===== src/design/spi_link_pkg.sv =====
// What this block does
// - device is slave only, never drives clock
// - master gives one select per slave
// - select low during transaction, high after
// - serial out high-impedance while deselected
// - bytes shifted most significant bit first
// - receiver captures on serial clock rise
// - transmitter changes output on falling edge
// - general access clock at most 1MHz
// - 20MHz only for sensor/interrupt reads
// - transaction is command plus data bytes
// - command bit7: 1 read, 0 write
// - seven address bits, eight data bits
// - single and burst transfers accepted
// - burst write increments register address
package spi_link_pkg;
   localparam int unsigned ADDR_W       = 7;
   localparam int unsigned DATA_W       = 8;
   localparam int unsigned BIT_CNT_W    = 3;
   localparam int unsigned RW_BIT       = 7;
   localparam int unsigned CLK_HZ       = 40_000_000;
   localparam int unsigned SCLK_GEN_HZ  = 1_000_000;
   // half period rounded down, so the rate can come out above the limit
   localparam int unsigned HALF_DIV_RAW = CLK_HZ / (2 * SCLK_GEN_HZ);
   localparam int unsigned HALF_DIV     = (HALF_DIV_RAW < 1) ? 1 : HALF_DIV_RAW;
   localparam int unsigned DIV_W        = 8;
   localparam logic [BIT_CNT_W-1:0] BIT_LAST = 3'h7;
   localparam logic [DIV_W-1:0]     DIV_LAST = DIV_W'(HALF_DIV - 1);
endpackage : spi_link_pkg


===== src/design/spi_link_if.sv =====
interface spi_link_if;
   logic sclk;
   logic cs_n;
   logic slave_serial_in;
   logic so_out;
   logic so_oe;
   // wire level of the shared output line as the master sees it
   // released line reads low, as with a pull-down
   logic slave_serial_out;
   assign slave_serial_out = so_oe & so_out;

   modport device (
      input  sclk,
      input  cs_n,
      input  slave_serial_in,
      output so_out,
      output so_oe
   );
   modport master (
      output sclk,
      output cs_n,
      output slave_serial_in,
      input  slave_serial_out
   );
endinterface : spi_link_if


===== src/design/spi_reg_slave.sv =====
module spi_reg_slave
   import spi_link_pkg::*;
(
   // clock and reset
   input  wire logic                      clock,
   input  wire logic                      nrst,
   // serial link
   spi_link_if.device                     link,
   // register file side
   output logic                           wr_pulse,
   output logic [spi_link_pkg::ADDR_W-1:0] wr_addr,
   output logic [spi_link_pkg::DATA_W-1:0] wr_data,
   output logic [spi_link_pkg::ADDR_W-1:0] rd_addr,
   input  wire logic [spi_link_pkg::DATA_W-1:0] rd_data
);
   import spi_link_pkg::*;

   typedef enum logic [2:0] {
      ST_IDLE = 3'b001,
      ST_CMD  = 3'b010,
      ST_DATA = 3'b100
   } slv_state_t;

   ////////////////////////////////////////////////////////////////////////
   // pin synchronisers, first stage read only by the second
   logic [2:0] s1_reg, s2_reg;
   logic       sclk_d_reg;
   always_ff @(posedge clock or negedge nrst) begin
      if (!nrst) begin
         // idle levels: select high, clock low, so no false edge follows reset
         s1_reg     <= 3'h4;
         s2_reg     <= 3'h4;
         sclk_d_reg <= 1'b0;
      end else begin
         s1_reg     <= {link.cs_n, link.sclk, link.slave_serial_in};
         s2_reg     <= s1_reg;
         sclk_d_reg <= s2_reg[1];
      end
   end
   wire cs_n_s = s2_reg[2];
   wire sdi_s  = s2_reg[0];
   wire rise   = s2_reg[1] & ~sclk_d_reg;
   wire fall   = ~s2_reg[1] & sclk_d_reg;

   ////////////////////////////////////////////////////////////////////////
   slv_state_t             state_reg, state_next;
   logic [BIT_CNT_W-1:0]   cnt_reg, cnt_next;
   logic [DATA_W-1:0]      sh_reg, sh_next;
   logic [DATA_W-1:0]      tx_reg, tx_next;
   logic [ADDR_W-1:0]      addr_reg, addr_next;
   logic                   rd_reg, rd_next;
   logic                   so_reg, so_next;
   logic                   oe_reg, oe_next;
   logic                   wp_reg, wp_next;
   logic [DATA_W-1:0]      wd_reg, wd_next;
   logic [ADDR_W-1:0]      wa_reg, wa_next;
   logic                   load_reg, load_next;

   always_comb begin
      state_next = state_reg;
      cnt_next   = cnt_reg;
      sh_next    = sh_reg;
      tx_next    = tx_reg;
      addr_next  = addr_reg;
      rd_next    = rd_reg;
      so_next    = so_reg;
      oe_next    = oe_reg;
      wp_next    = 1'b0;
      wd_next    = wd_reg;
      wa_next    = wa_reg;
      load_next  = 1'b0;
      // registered read data becomes available one cycle after address set
      if (load_reg) begin
         tx_next = rd_data;
      end
      case (state_reg)
         ST_IDLE: begin
            oe_next = 1'b0;
            so_next = 1'b0;
            if (!cs_n_s) begin
               state_next = ST_CMD;
               cnt_next   = '0;
            end
         end
         ST_CMD: begin
            if (rise) begin
               sh_next  = {sh_reg[DATA_W-2:0], sdi_s};
               cnt_next = cnt_reg + 1'b1;
               if (cnt_reg == BIT_LAST) begin
                  rd_next    = sh_reg[RW_BIT-1];
                  addr_next  = {sh_reg[ADDR_W-2:0], sdi_s};
                  state_next = ST_DATA;
                  load_next  = 1'b1;
               end
            end
         end
         ST_DATA: begin
            // first data bit goes out on the fall that ends the command byte
            if (fall && rd_reg) begin
               oe_next = 1'b1;
               so_next = tx_reg[BIT_LAST - cnt_reg];
            end
            if (rise) begin
               sh_next  = {sh_reg[DATA_W-2:0], sdi_s};
               cnt_next = cnt_reg + 1'b1;
               if (cnt_reg == BIT_LAST) begin
                  if (!rd_reg) begin
                     wp_next = 1'b1;
                     wa_next = addr_reg;
                     wd_next = {sh_reg[DATA_W-2:0], sdi_s};
                  end
                  addr_next = addr_reg + 1'b1;
                  load_next = 1'b1;
               end
            end
         end
         default: state_next = ST_IDLE;
      endcase
      // select high ends any transfer at once
      if (cs_n_s) begin
         state_next = ST_IDLE;
         oe_next    = 1'b0;
      end
   end

   always_ff @(posedge clock or negedge nrst) begin
      if (!nrst) begin
         state_reg <= ST_IDLE;
         cnt_reg   <= '0;
         sh_reg    <= '0;
         tx_reg    <= '0;
         addr_reg  <= '0;
         rd_reg    <= 1'b0;
         so_reg    <= 1'b0;
         oe_reg    <= 1'b0;
         wp_reg    <= 1'b0;
         wd_reg    <= '0;
         wa_reg    <= '0;
         load_reg  <= 1'b0;
      end else begin
         state_reg <= state_next;
         cnt_reg   <= cnt_next;
         sh_reg    <= sh_next;
         tx_reg    <= tx_next;
         addr_reg  <= addr_next;
         rd_reg    <= rd_next;
         so_reg    <= so_next;
         oe_reg    <= oe_next;
         wp_reg    <= wp_next;
         wd_reg    <= wd_next;
         wa_reg    <= wa_next;
         load_reg  <= load_next;
      end
   end

   assign link.so_out = so_reg;
   assign link.so_oe  = oe_reg;
   assign wr_pulse    = wp_reg;
   assign wr_addr     = wa_reg;
   assign wr_data     = wd_reg;
   assign rd_addr     = addr_reg;
endmodule : spi_reg_slave


===== src/flat_wrapper.sv =====
// flat-port wrapper written by rule: the top's interface ports become plain ports
module spi_reg_slave_flat import spi_link_pkg::*;
  (clock, nrst, wr_pulse, wr_addr, wr_data, rd_addr, rd_data, link_sclk, link_cs_n, link_slave_serial_in, link_so_out, link_so_oe);
  spi_link_if link_i ();
  input  wire logic clock;
  input  wire logic nrst;
  output logic wr_pulse;
  output logic [spi_link_pkg::ADDR_W-1:0] wr_addr;
  output logic [spi_link_pkg::DATA_W-1:0] wr_data;
  output logic [spi_link_pkg::ADDR_W-1:0] rd_addr;
  input  wire logic [spi_link_pkg::DATA_W-1:0] rd_data;
  input wire logic [$bits(link_i.sclk)-1:0] link_sclk;
  input wire logic [$bits(link_i.cs_n)-1:0] link_cs_n;
  input wire logic [$bits(link_i.slave_serial_in)-1:0] link_slave_serial_in;
  output wire logic [$bits(link_i.so_out)-1:0] link_so_out;
  output wire logic [$bits(link_i.so_oe)-1:0] link_so_oe;
  assign link_i.sclk = link_sclk;
  assign link_i.cs_n = link_cs_n;
  assign link_i.slave_serial_in = link_slave_serial_in;
  assign link_so_out = link_i.so_out;
  assign link_so_oe = link_i.so_oe;
  spi_reg_slave u_core (.clock(clock), .nrst(nrst), .link(link_i), .wr_pulse(wr_pulse), .wr_addr(wr_addr), .wr_data(wr_data), .rd_addr(rd_addr), .rd_data(rd_data));
endmodule

===== config.mk =====
export PLATFORM = sky130hd
export DESIGN_NAME = spi_reg_slave_flat
export DESIGN_NICKNAME = d
export VERILOG_FILES = /design/src/design/spi_link_pkg.sv /design/src/design/spi_link_if.sv /design/src/design/spi_reg_slave.sv /design/src/flat_wrapper.sv
export SDC_FILE = /design/constraint.sdc
export NUM_CORES = 1
export LEC_CHECK = 0
export CAP_MARGIN = 15
export CELL_PAD_IN_SITES_DETAIL_PLACEMENT = 2
export CELL_PAD_IN_SITES_GLOBAL_PLACEMENT = 2
export CORE_MARGIN = 4
export CORE_UTILIZATION = 42
export CTS_CLUSTER_SIZE = 30
export DETAILED_ROUTE_END_ITERATION = 8
export DONT_BUFFER_PORTS = 1
export PLACE_DENSITY = 0.73
export SYNTH_ARGS = -nofsm -noshare
export SYNTH_HDL_FRONTEND = slang
export SYNTH_SLANG_ARGS = --single-unit

===== constraint.sdc =====
create_clock -name clock -period 2.6 [get_ports clock]
set_clock_uncertainty 0.2 [all_clocks]
set_input_delay 0.13 -clock clock [delete_from_list [all_inputs] [get_ports clock]]
set_output_delay 0.13 -clock clock [all_outputs]
set_load 0.01 [all_outputs]

==> run summary, run 1 <==
Slew Viols, Final: 0
Post-synth top area share: 0.547
Mapped Cells: 180
Layout cells sized above 1: 0.260
Most frequent cells in the layout: dfrtp_1 (52), mux2_2 (31), dlygate4sd3_1 (12)
Total Wirelength: 5280 um
Die width: 83.2 um
Root buffer cell: clkbuf_8
Int Pwr: 0.00131 W
Gr usage total: 0.166
Cell type with the largest total area after synthesis: dfrtp_1
Vias: 1492
Tmin final: 2110 ps
Starting Density: 0.432
Setup ws final: 494 ps
Setup TNS: 0 ps
CTS Sinks: 55
Critical Path AT: 2120 ps
H-tree Lvls: 2
DRT antenna net count: 0
Post-CTS setup buffer count: 0
Area grow syn2layout: 14.7%
Relative slew slack: 0.644
Ys Warns: 0
I/O pins: 38
First-pass GRT wire length: 9110 um
Placement Setup Slack: 518 ps
WP data required: 2610 ps
Element type at the critical path end: flip-flop
Antenna cells: 0
Status: finished, final reports clean
Drt pass-1 iters: 4
Fin. Hold Viols: 0
Lkg Pwr: 1.26 nW
Full die area: 6930 um2
Port Buffers: 0
Max VDD drop: 0.000363 V
Synth cell types: 37
FF+latch count, synth: 55
Mean post-synth cell area: 13.2 um2
DRT iter0 DRCs: 36
Vias per cell: 5.57
Vias in the first global route: 1730
Drt wl/cell: 19.7 um
CP Class: flip-flop to flip-flop
RSZ-0062 raised after global routing: false
Gr ovfl total: 0
Post-DP HPWL: 3610 um
Cell Area, Synth: 2380 um2
CTS tree: yes
Hold WC Path Type: primary input to async pin
PD cells: 619 nW/um2
Core Area: 5510 um2
Initial antenna violation count: 0
Max-Cap Viols: 0
Psw: 0.000374 W
Commonest non-fill, non-tap cell in the layout: dfrtp_1
Final Cycle Share: 0.810
Clk pwr share: 0.399
Switching share of power: 0.222
Worst-Skew Late Latency: 320 ps
Flop pwr share: 0.543
FMAX: 475 MHz
Floorplan row count: 27
Finish-stage setup viols: 0
Hold_ws: 119 ps
Nets: 212
Slew @ Worst Pin: 532 ps
Drt drc: 0
CP max FO: 15
Comb power frac: 0.058
Sequential share of the synthesized area: 0.581
GPL Wtd Cong: 0.771
Worst Setup Start Kind: flip-flop
CTS Buf Count: 5
Clock buffer depth: 2
Die height: 83.2 um
Area contributors post-synth: dfrtp_1 (55%), mux2_2 (15%), dfstp_2 (3.3%), mux2i_1 (2.9%), ha_1 (2.1%)
Syn_nets: 197
Largest net degree at the start of global routing: 56
Clock transition at the registers of the reported paths: 100 ps
[per-layer routing]
metal	track usage	part of all wire	vias to the layer above
met4	0.0475	0.013	0
met2	0.284	0.52	29
met5	0	0	-
li1	-	-	680
met3	0.0486	0.049	7
met1	0.203	0.42	776
[Yosys cell counts]
master      n
a211oi_1    2
a21o_1      1
a21oi_1     7
a221oi_1    1
a22o_1      2
a2bb2oi_1   4
a31oi_1     2
and3_1      4
and4b_1     1
buf_2       5
buf_6       1
clkbuf_1    1
dfrtp_1    52
dfstp_2     3
ha_1        4
inv_1       3
mux2_2     31
mux2i_1     7
mux4_2      1
nand2_1     6
nand2_2     1
nand2b_1    3
nand3_1     7
nand3_2     1
nor2_1      6
nor2b_1     5
nor3_1      3
nor3_4      1
nor3b_1     1
nor3b_2     2
o21a_1      1
o21ai_0     5
o21bai_1    1
o22a_1      1
o22ai_1     2
o31ai_1     1
xor2_1      1
[power groups by stage]
stage                     Clock, W  Sequential [W]  Combinational (W)
final                     0.000674        0.000917          0.0000973
after global routing      0.000732        0.000921           0.000112
after CTS                 0.000686        0.000916          0.0000999
after detailed placement         0        0.000932          0.0000620
after global placement           0        0.000930          0.0000569
after floorplan                  0        0.000914          0.0000564
[area by class of cell]
| type | instances | area, um2 |
|---|---|---|
| fillers | 522 | 2780 |
| inverters | 3 | 11.3 |
| multi-input cells | 115 | 946 |
| flip-flops and latches | 55 | 1380 |
| repair buffers | 15 | 163 |
| well taps | 72 | 90.1 |
| clock inverters | 3 | 67.6 |
| clock buffers | 5 | 68.8 |
[metrics by stage]
stage	power [W]	instance area, um2	utilization	cells
6_report	0.00169	2730	0.495	268
3_3_place_gp	0.000987	2440	0.444	247
5_1_grt	0.00176	2730	0.495	268
4_1_cts	0.00170	2730	0.495	268
3_5_place_dp	0.000995	2440	0.444	247
2_1_floorplan	0.000971	2380	-	180
[timing repair]
| action | 4_1_cts | 5_1_grt |
|---|---|---|
| gates resized for setup | 0 | 0 |
| hold endpoints to repair | 66 | 0 |
| hold buffers | 13 | 0 |
[worst max-delay path: stages, from the launching register on]
cell	delay, ps
dfrtp_1	570
nor3b_2	310
nand2_2	120
nor3_4	170
buf_4	260
mux2_2	370
[path summary, 6_finish.rpt]
kind                                      from                end  slack, ps  cells past startpoint
max                        u_core.state_reg[2]  u_core.wr_data[1]        490                      5
max in group asynchronous                 nrst   u_core.s2_reg[2]       1780                      2
min reg2reg                   u_core.s1_reg[0]   u_core.s2_reg[0]        160                      0
min                                       nrst  u_core.cnt_reg[0]        120                      2
min in group clock                   link_cs_n   u_core.s1_reg[2]        160                      1
max reg2reg                u_core.state_reg[2]  u_core.wr_data[1]        490                      5
[logic make-up after synthesis]
family                   count (synthesis)  share of synthesized area
flip-flops                              55                      0.581
AND/OR/NAND/NOR                         41                      0.103
multiplexers                            39                      0.186
AO/OA/AOI/OAI                           30                     0.0842
buffers and inverters                   10                     0.0216
adder cells (fa/ha/maj)                  4                     0.0211
XOR/XNOR                                 1                    0.00368
Power figures use the tool's default switching activity.
==> inputs of run 2 (changes only) <==
Settings changed: ABC_AREA set to 1, CORE_UTILIZATION 42 to 34, PLACE_DENSITY 0.73 to 0.69.
Clock period 2.6 ns to 1.8 ns, I/O delays scaled along.
==> run summary, run 2 <==
Status: finished, final reports clean
Full die area: 8280 um2 (+20%)
Clock buffer depth: 2 (unchanged)
WP data required: 1800 ps (-810 ps)
Floorplan row count: 29 (+7.4%)
Vias per cell: 4.99 (-10%)
Initial antenna violation count: 0 (unchanged)
Syn_nets: 271 (+38%)
Worst Setup Start Kind: flip-flop
Mean post-synth cell area: 9.22 um2 (-30%)
Most used cell, CP: ha_1
Die width: 91 um (+9.3%)
GPL Wtd Cong: 0.744 (-3.6%)
FF+latch count, synth: 55 (unchanged)
Final Cycle Share: 0.903 (+0.0928)
H-tree Lvls: 2 (unchanged)
Fin. Hold Viols: 0 (unchanged)
Max-Cap Viols: 0 (unchanged)
Max VDD drop: 0.000408 V (+13%)
Commonest cells in the netlist: nand2_1 (70), dfrtp_1 (52), o21ai_0 (30)
DRT iter0 DRCs: 53 (+47%)
Clock transition at the registers of the reported paths: 100 ps (about the same)
Critical path's slowest cell: dfrtp_1
First-pass GRT wire length: 9850 um (+8.1%)
Slew Viols, Final: 0 (unchanged)
Root buffer cell: clkbuf_8
Core Area: 6530 um2 (+19%)
Hold WC Path Type: primary input to async pin
Relative slew slack: 0.770 (+0.126)
Vias: 1773 (+19%)
Setup ws final: 175 ps (-319 ps)
Nets: 294 (+39%)
Total Wirelength: 5600 um (+6.2%)
Post-synth top area share: 0.556 (+0.00819)
Critical Path AT: 1620 ps (-500 ps)
Cell Area, Synth: 2340 um2 (-1.5%)
Most frequent cells in the layout: nand2_1 (70), dfrtp_1 (52), o21ai_0 (30), inv_1 (28), nand3_1 (25)
CP Class: flip-flop to flip-flop
Main synth FF type: dfrtp_1
Starting Density: 0.359 (-0.0731)
Ys Warns: 0 (unchanged)
Area grow syn2layout: 17.0%
I/O pins: 38 (unchanged)
Fin area: 2740 um2 (+0.55%)
Post-DP HPWL: 3980 um (+10%)
CP peak stage delay: 400 ps (-170 ps)
Asr flop ratio synth: 1.00 (unchanged)
Element type at the critical path end: flip-flop
PD cells: 845 nW/um2 (+36%)
Post-DP Area: 2490 um2 (+1.8%)
R2R Setup Slk: 180 ps (-320 ps)
Gr ovfl total: 0 (unchanged)
Worst-Skew Late Latency: 300 ps (-20 ps)
Commonest non-fill, non-tap cell in the layout: nand2_1
DRT antenna net count: 0 (unchanged)
RSZ-0062 raised after global routing: false
Post-CTS setup buffer count: 0 (unchanged)
Synth cell types: 21 (-43%)
CTS tree: yes
Drt wl/cell: 15.8 um (-20%)
Gr usage total: 0.146 (-0.0197)
Final cell utilization of the core: 0.420 (-0.0754)
Setup TNS: 0 ps (unchanged)
FMAX: 615 MHz (+30%)
CTS Sinks: 55 (unchanged)
FF-to-FF path depth: 8 (+3)
Cell chain of the critical path: ha_1, ha_1, inv_1, nor2_4, nand2_4, inv_2, nand3_1, nand2_1
Die height: 91 um (+9.3%)
Placement Setup Slack: -21.8 ps (-539 ps)
Finish-stage setup viols: 0 (unchanged)
Drt drc: 0 (unchanged)
Largest net degree at the start of global routing: 56 (unchanged)
Mapped Cells: 254 (+41%)
Sequential share of the synthesized area: 0.589 (+0.00868)
Count leader, synth: nand2_1
CP max FO: 9 (-6)
Antenna cells: 0 (unchanged)
CTS Buf Count: 5 (unchanged)
EDFF count, synth: 0 (unchanged)
Slew @ Worst Pin: 345 ps (-187 ps)
Area contributors post-synth: dfrtp_1 (56%), nand2_1 (11%), o21ai_0 (6.4%), nand3_1 (5.6%), inv_1 (4.6%)
Drt pass-1 iters: 4 (unchanged)
Vias in the first global route: 1985 (+15%)
Cell type with the largest total area after synthesis: dfrtp_1
Layout cells sized above 1: 0.126 (-0.134)
Port Buffers: 0 (unchanged)
Lkg Pwr: 1.34 nW (+6.6%)
Tmin final: 1620 ps (-481 ps)
-- run 2: critical path, delay by kind of cell, from the launching register on --
kind | cells | cell delay (ps)
fa+ha+maj | 2 | 430
buf+inv | 2 | 170
flops | 1 | 400
simple gates | 4 | 320
-- run 2: worst paths after layout --
kind / to / from
min in group clock: u_core.s1_reg[2] / link_cs_n
worst max register to register: u_core.rd_addr[4] / u_core.cnt_reg[0]
worst min register to register: u_core.s2_reg[0] / u_core.s1_reg[0]
worst min-delay path: u_core.state_reg[1] / nrst
max in group asynchronous: u_core.s2_reg[2] / nrst
worst max-delay path: u_core.rd_addr[4] / u_core.cnt_reg[0]
-- run 2: final cells by class --
type | instances | area [um2]
fill | 724 | 3790
timing repair buffer | 23 | 239
tap | 77 | 96.3
clock buffer | 6 | 72.6
inverter | 29 | 109
sequential | 55 | 1380
clock inverter | 2 | 12.5
multi-input combinational | 163 | 832
-- run 2: logic make-up after synthesis --
group           Yosys count  share of synthesized area
simple gates            117                      0.209
fa+ha+maj                 4                     0.0214
mux                       8                     0.0385
flops                    55                      0.589
compound gates           33                     0.0748
buf+inv                  36                     0.0630
xor+xnor                  1                    0.00374
-- run 2: per-stage QoR --
stage / hold WS [ps] / std cells / power (W)
final: 114 / 355 / 0.00232
after global routing: 111 / 355 / 0.00247
after CTS: 106 / 355 / 0.00235
after detailed placement: -403 / 334 / 0.00162
after global placement: -403 / 334 / 0.00161
after floorplan: -406 / 254 / 0.00151
-- run 2: repair_timing --
action	CTS	global route
gates resized for setup	1	5
endpoints found under the setup margin	4	20
hold endpoints to repair	66	0
hold buffers	13	0
-- run 2: per-layer routing --
layer | GRT usage | part of all wire | wire length [um]
met3 | 0.0331 | 0.036 | 200
met2 | 0.231 | 0.47 | 2630
met4 | 0.0339 | 0.0089 | 50
met1 | 0.205 | 0.49 | 2720
met5 | 0 | 0 | 0
-- run 2: where the power goes --
| group | switching (W) | leakage (nW) | internal (W) | total (W) |
|---|---|---|---|---|
| Sequential | 0.0000340 | 0.743 | 0.00130 | 0.00133 |
| Clock | 0.000398 | 0.0412 | 0.000273 | 0.000671 |
| Combinational | 0.000195 | 0.555 | 0.000119 | 0.000314 |
==> inputs of run 3 (changes only) <==
Settings changed: CELL_PAD_IN_SITES_DETAIL_PLACEMENT 2 to unset, CELL_PAD_IN_SITES_GLOBAL_PLACEMENT 2 to unset, CORE_UTILIZATION 34 to 56, PLACE_DENSITY 0.69 to 0.7.
==> run summary, run 3 (synthesis results as in run 2) <==
Status: finished, final reports clean
CP peak stage delay: 530 ps (+130 ps)
Most frequent cells in the layout: nand2_1 (70), dfrtp_1 (52), o21ai_0 (30), inv_1 (28), nand3_1 (25)
CTS Sinks: 55 (unchanged)
Antenna cells: 0 (unchanged)
Slew @ Worst Pin: 392 ps (+47.2 ps)
Drt drc: 0 (unchanged)
Fin area: 2700 um2 (-1.6%)
Area grow syn2layout: 15.1%
CP Class: flip-flop to flip-flop
Port Buffers: 0 (unchanged)
Largest net degree at the start of global routing: 56 (unchanged)
I/O pins: 38 (unchanged)
GPL Wtd Cong: 0.828 (+11%)
Final Cycle Share: 0.931 (+0.0286)
Setup TNS: 0 ps (unchanged)
Total Wirelength: 4520 um (-19%)
Vias per cell: 5.32 (+6.5%)
Final cell utilization of the core: 0.669 (+0.250)
Max-Cap Viols: 0 (unchanged)
Layout Cells excl Fill: 324 (-8.7%)
DRT iter0 DRCs: 159 (+200%)
Max VDD drop: 0.000644 V (+58%)
Commonest non-fill, non-tap cell in the layout: nand2_1
DRT antenna net count: 0 (unchanged)
Drt wl/cell: 13.9 um (-12%)
WP data required: 1810 ps (about the same)
Gr ovfl total: 0 (unchanged)
Nets: 290 (-1.4%)
Lkg Pwr: 1.32 nW (-1.3%)
Dpl cells: 303 (-9.3%)
Root buffer cell: clkbuf_8
Post-DP Area: 2420 um2 (-2.6%)
CTS tree: yes
CTS Buf Count: 5 (unchanged)
Floorplan row count: 23 (-21%)
FMAX: 597 MHz (-3.1%)
CP max FO: 19 (+10)
Hold WC Path Type: primary input to async pin
Worst-Skew Late Latency: 310 ps (about the same)
Critical Path AT: 1680 ps (+60 ps)
Die height: 72.7 um (-20%)
Vias in the first global route: 1770 (-11%)
First-pass GRT wire length: 7980 um (-19%)
Element type at the critical path end: flip-flop
Slew Viols, Final: 0 (unchanged)
Tmin final: 1680 ps (+51.5 ps)
PD cells: 912 nW/um2 (+8.0%)
Post-CTS setup buffer count: 0 (unchanged)
Critical path's slowest cell: dfstp_2
Clock buffer depth: 2 (unchanged)
Clock transition at the registers of the reported paths: 100 ps (about the same)
H-tree Lvls: 2 (unchanged)
Cell chain of the critical path: inv_1, nand3_1, nand2_2, nand2_4, nand2_1, nand3_1, nand2_1
Core Area: 4030 um2 (-38%)
Die width: 72.7 um (-20%)
Finish-stage setup viols: 0 (unchanged)
Starting Density: 0.581 (+0.223)
Relative slew slack: 0.739 (-0.0315)
Drt pass-1 iters: 4 (unchanged)
Post-DP HPWL: 3080 um (-23%)
Layout cells sized above 1: 0.117 (-0.00911)
Fin. Hold Viols: 0 (unchanged)
Initial antenna violation count: 0 (unchanged)
Worst Setup Start Kind: flip-flop
RSZ-0062 raised after global routing: true
Gr usage total: 0.194 (+0.0477)
Full die area: 5280 um2 (-36%)
Vias: 1723 (-2.8%)
## run 3: worst paths after layout
check	from	to	slack [ps]	depth (start not counted)
worst max-delay path	u_core.state_reg[0]	u_core.cnt_reg[2]	120	7
worst min-delay path	nrst	u_core.sh_reg[6]	100	2
worst max register to register	u_core.state_reg[0]	u_core.cnt_reg[2]	120	7
worst min register to register	u_core.s1_reg[0]	u_core.s2_reg[0]	160	0
max in group asynchronous	nrst	u_core.s2_reg[2]	1010	2
min in group clock	link_cs_n	u_core.s1_reg[2]	120	1
## run 3: cell type report
class	count	area [um2]
clock buffer	6	82.6
clock inverter	2	35.0
fill	328	1330
inverter	29	109
multi-input combinational	163	822
sequential	55	1380
tap	50	62.6
timing repair buffer	19	205
## run 3: critical path: cells and delay by family, from the launching register on
family                 cells  cell delay, ps
buffers and inverters      1              60
flip-flops                 1             530
AND/OR/NAND/NOR            6             780
## run 3: routing by layer
metal	share of wire	global-route usage	routed length, um	vias to the layer above
li1	-	-	-	845
met4	0.016	0.0717	72	0
met5	0	0	0	-
met3	0.074	0.0565	335	8
met2	0.45	0.298	2050	51
met1	0.46	0.262	2060	819
## run 3: per-stage QoR
step / total power [W] / worst slack, ps / hold WS [ps]
2_1_floorplan: 0.00151 / 186 / -406
3_3_place_gp: 0.00158 / 87.4 / -404
3_5_place_dp: 0.00159 / 45.9 / -404
4_1_cts: 0.00247 / 22.6 / 98.3
5_1_grt: 0.00258 / -42.1 / 126
6_report: 0.00246 / 124 / 96.0
## run 3: what timing repair did
action | in CTS | in global routing
hold buffers | 13 | 0
resized for setup | 0 | 3
endpoints found under the setup margin | 0 | 10
endpoints found under the hold margin | 66 | 0
## run 3: power breakdown
part | internal, W | switching [W]
Sequential | 0.00130 | 0.0000345
Combinational | 0.000109 | 0.000177
Clock | 0.000451 | 0.000392
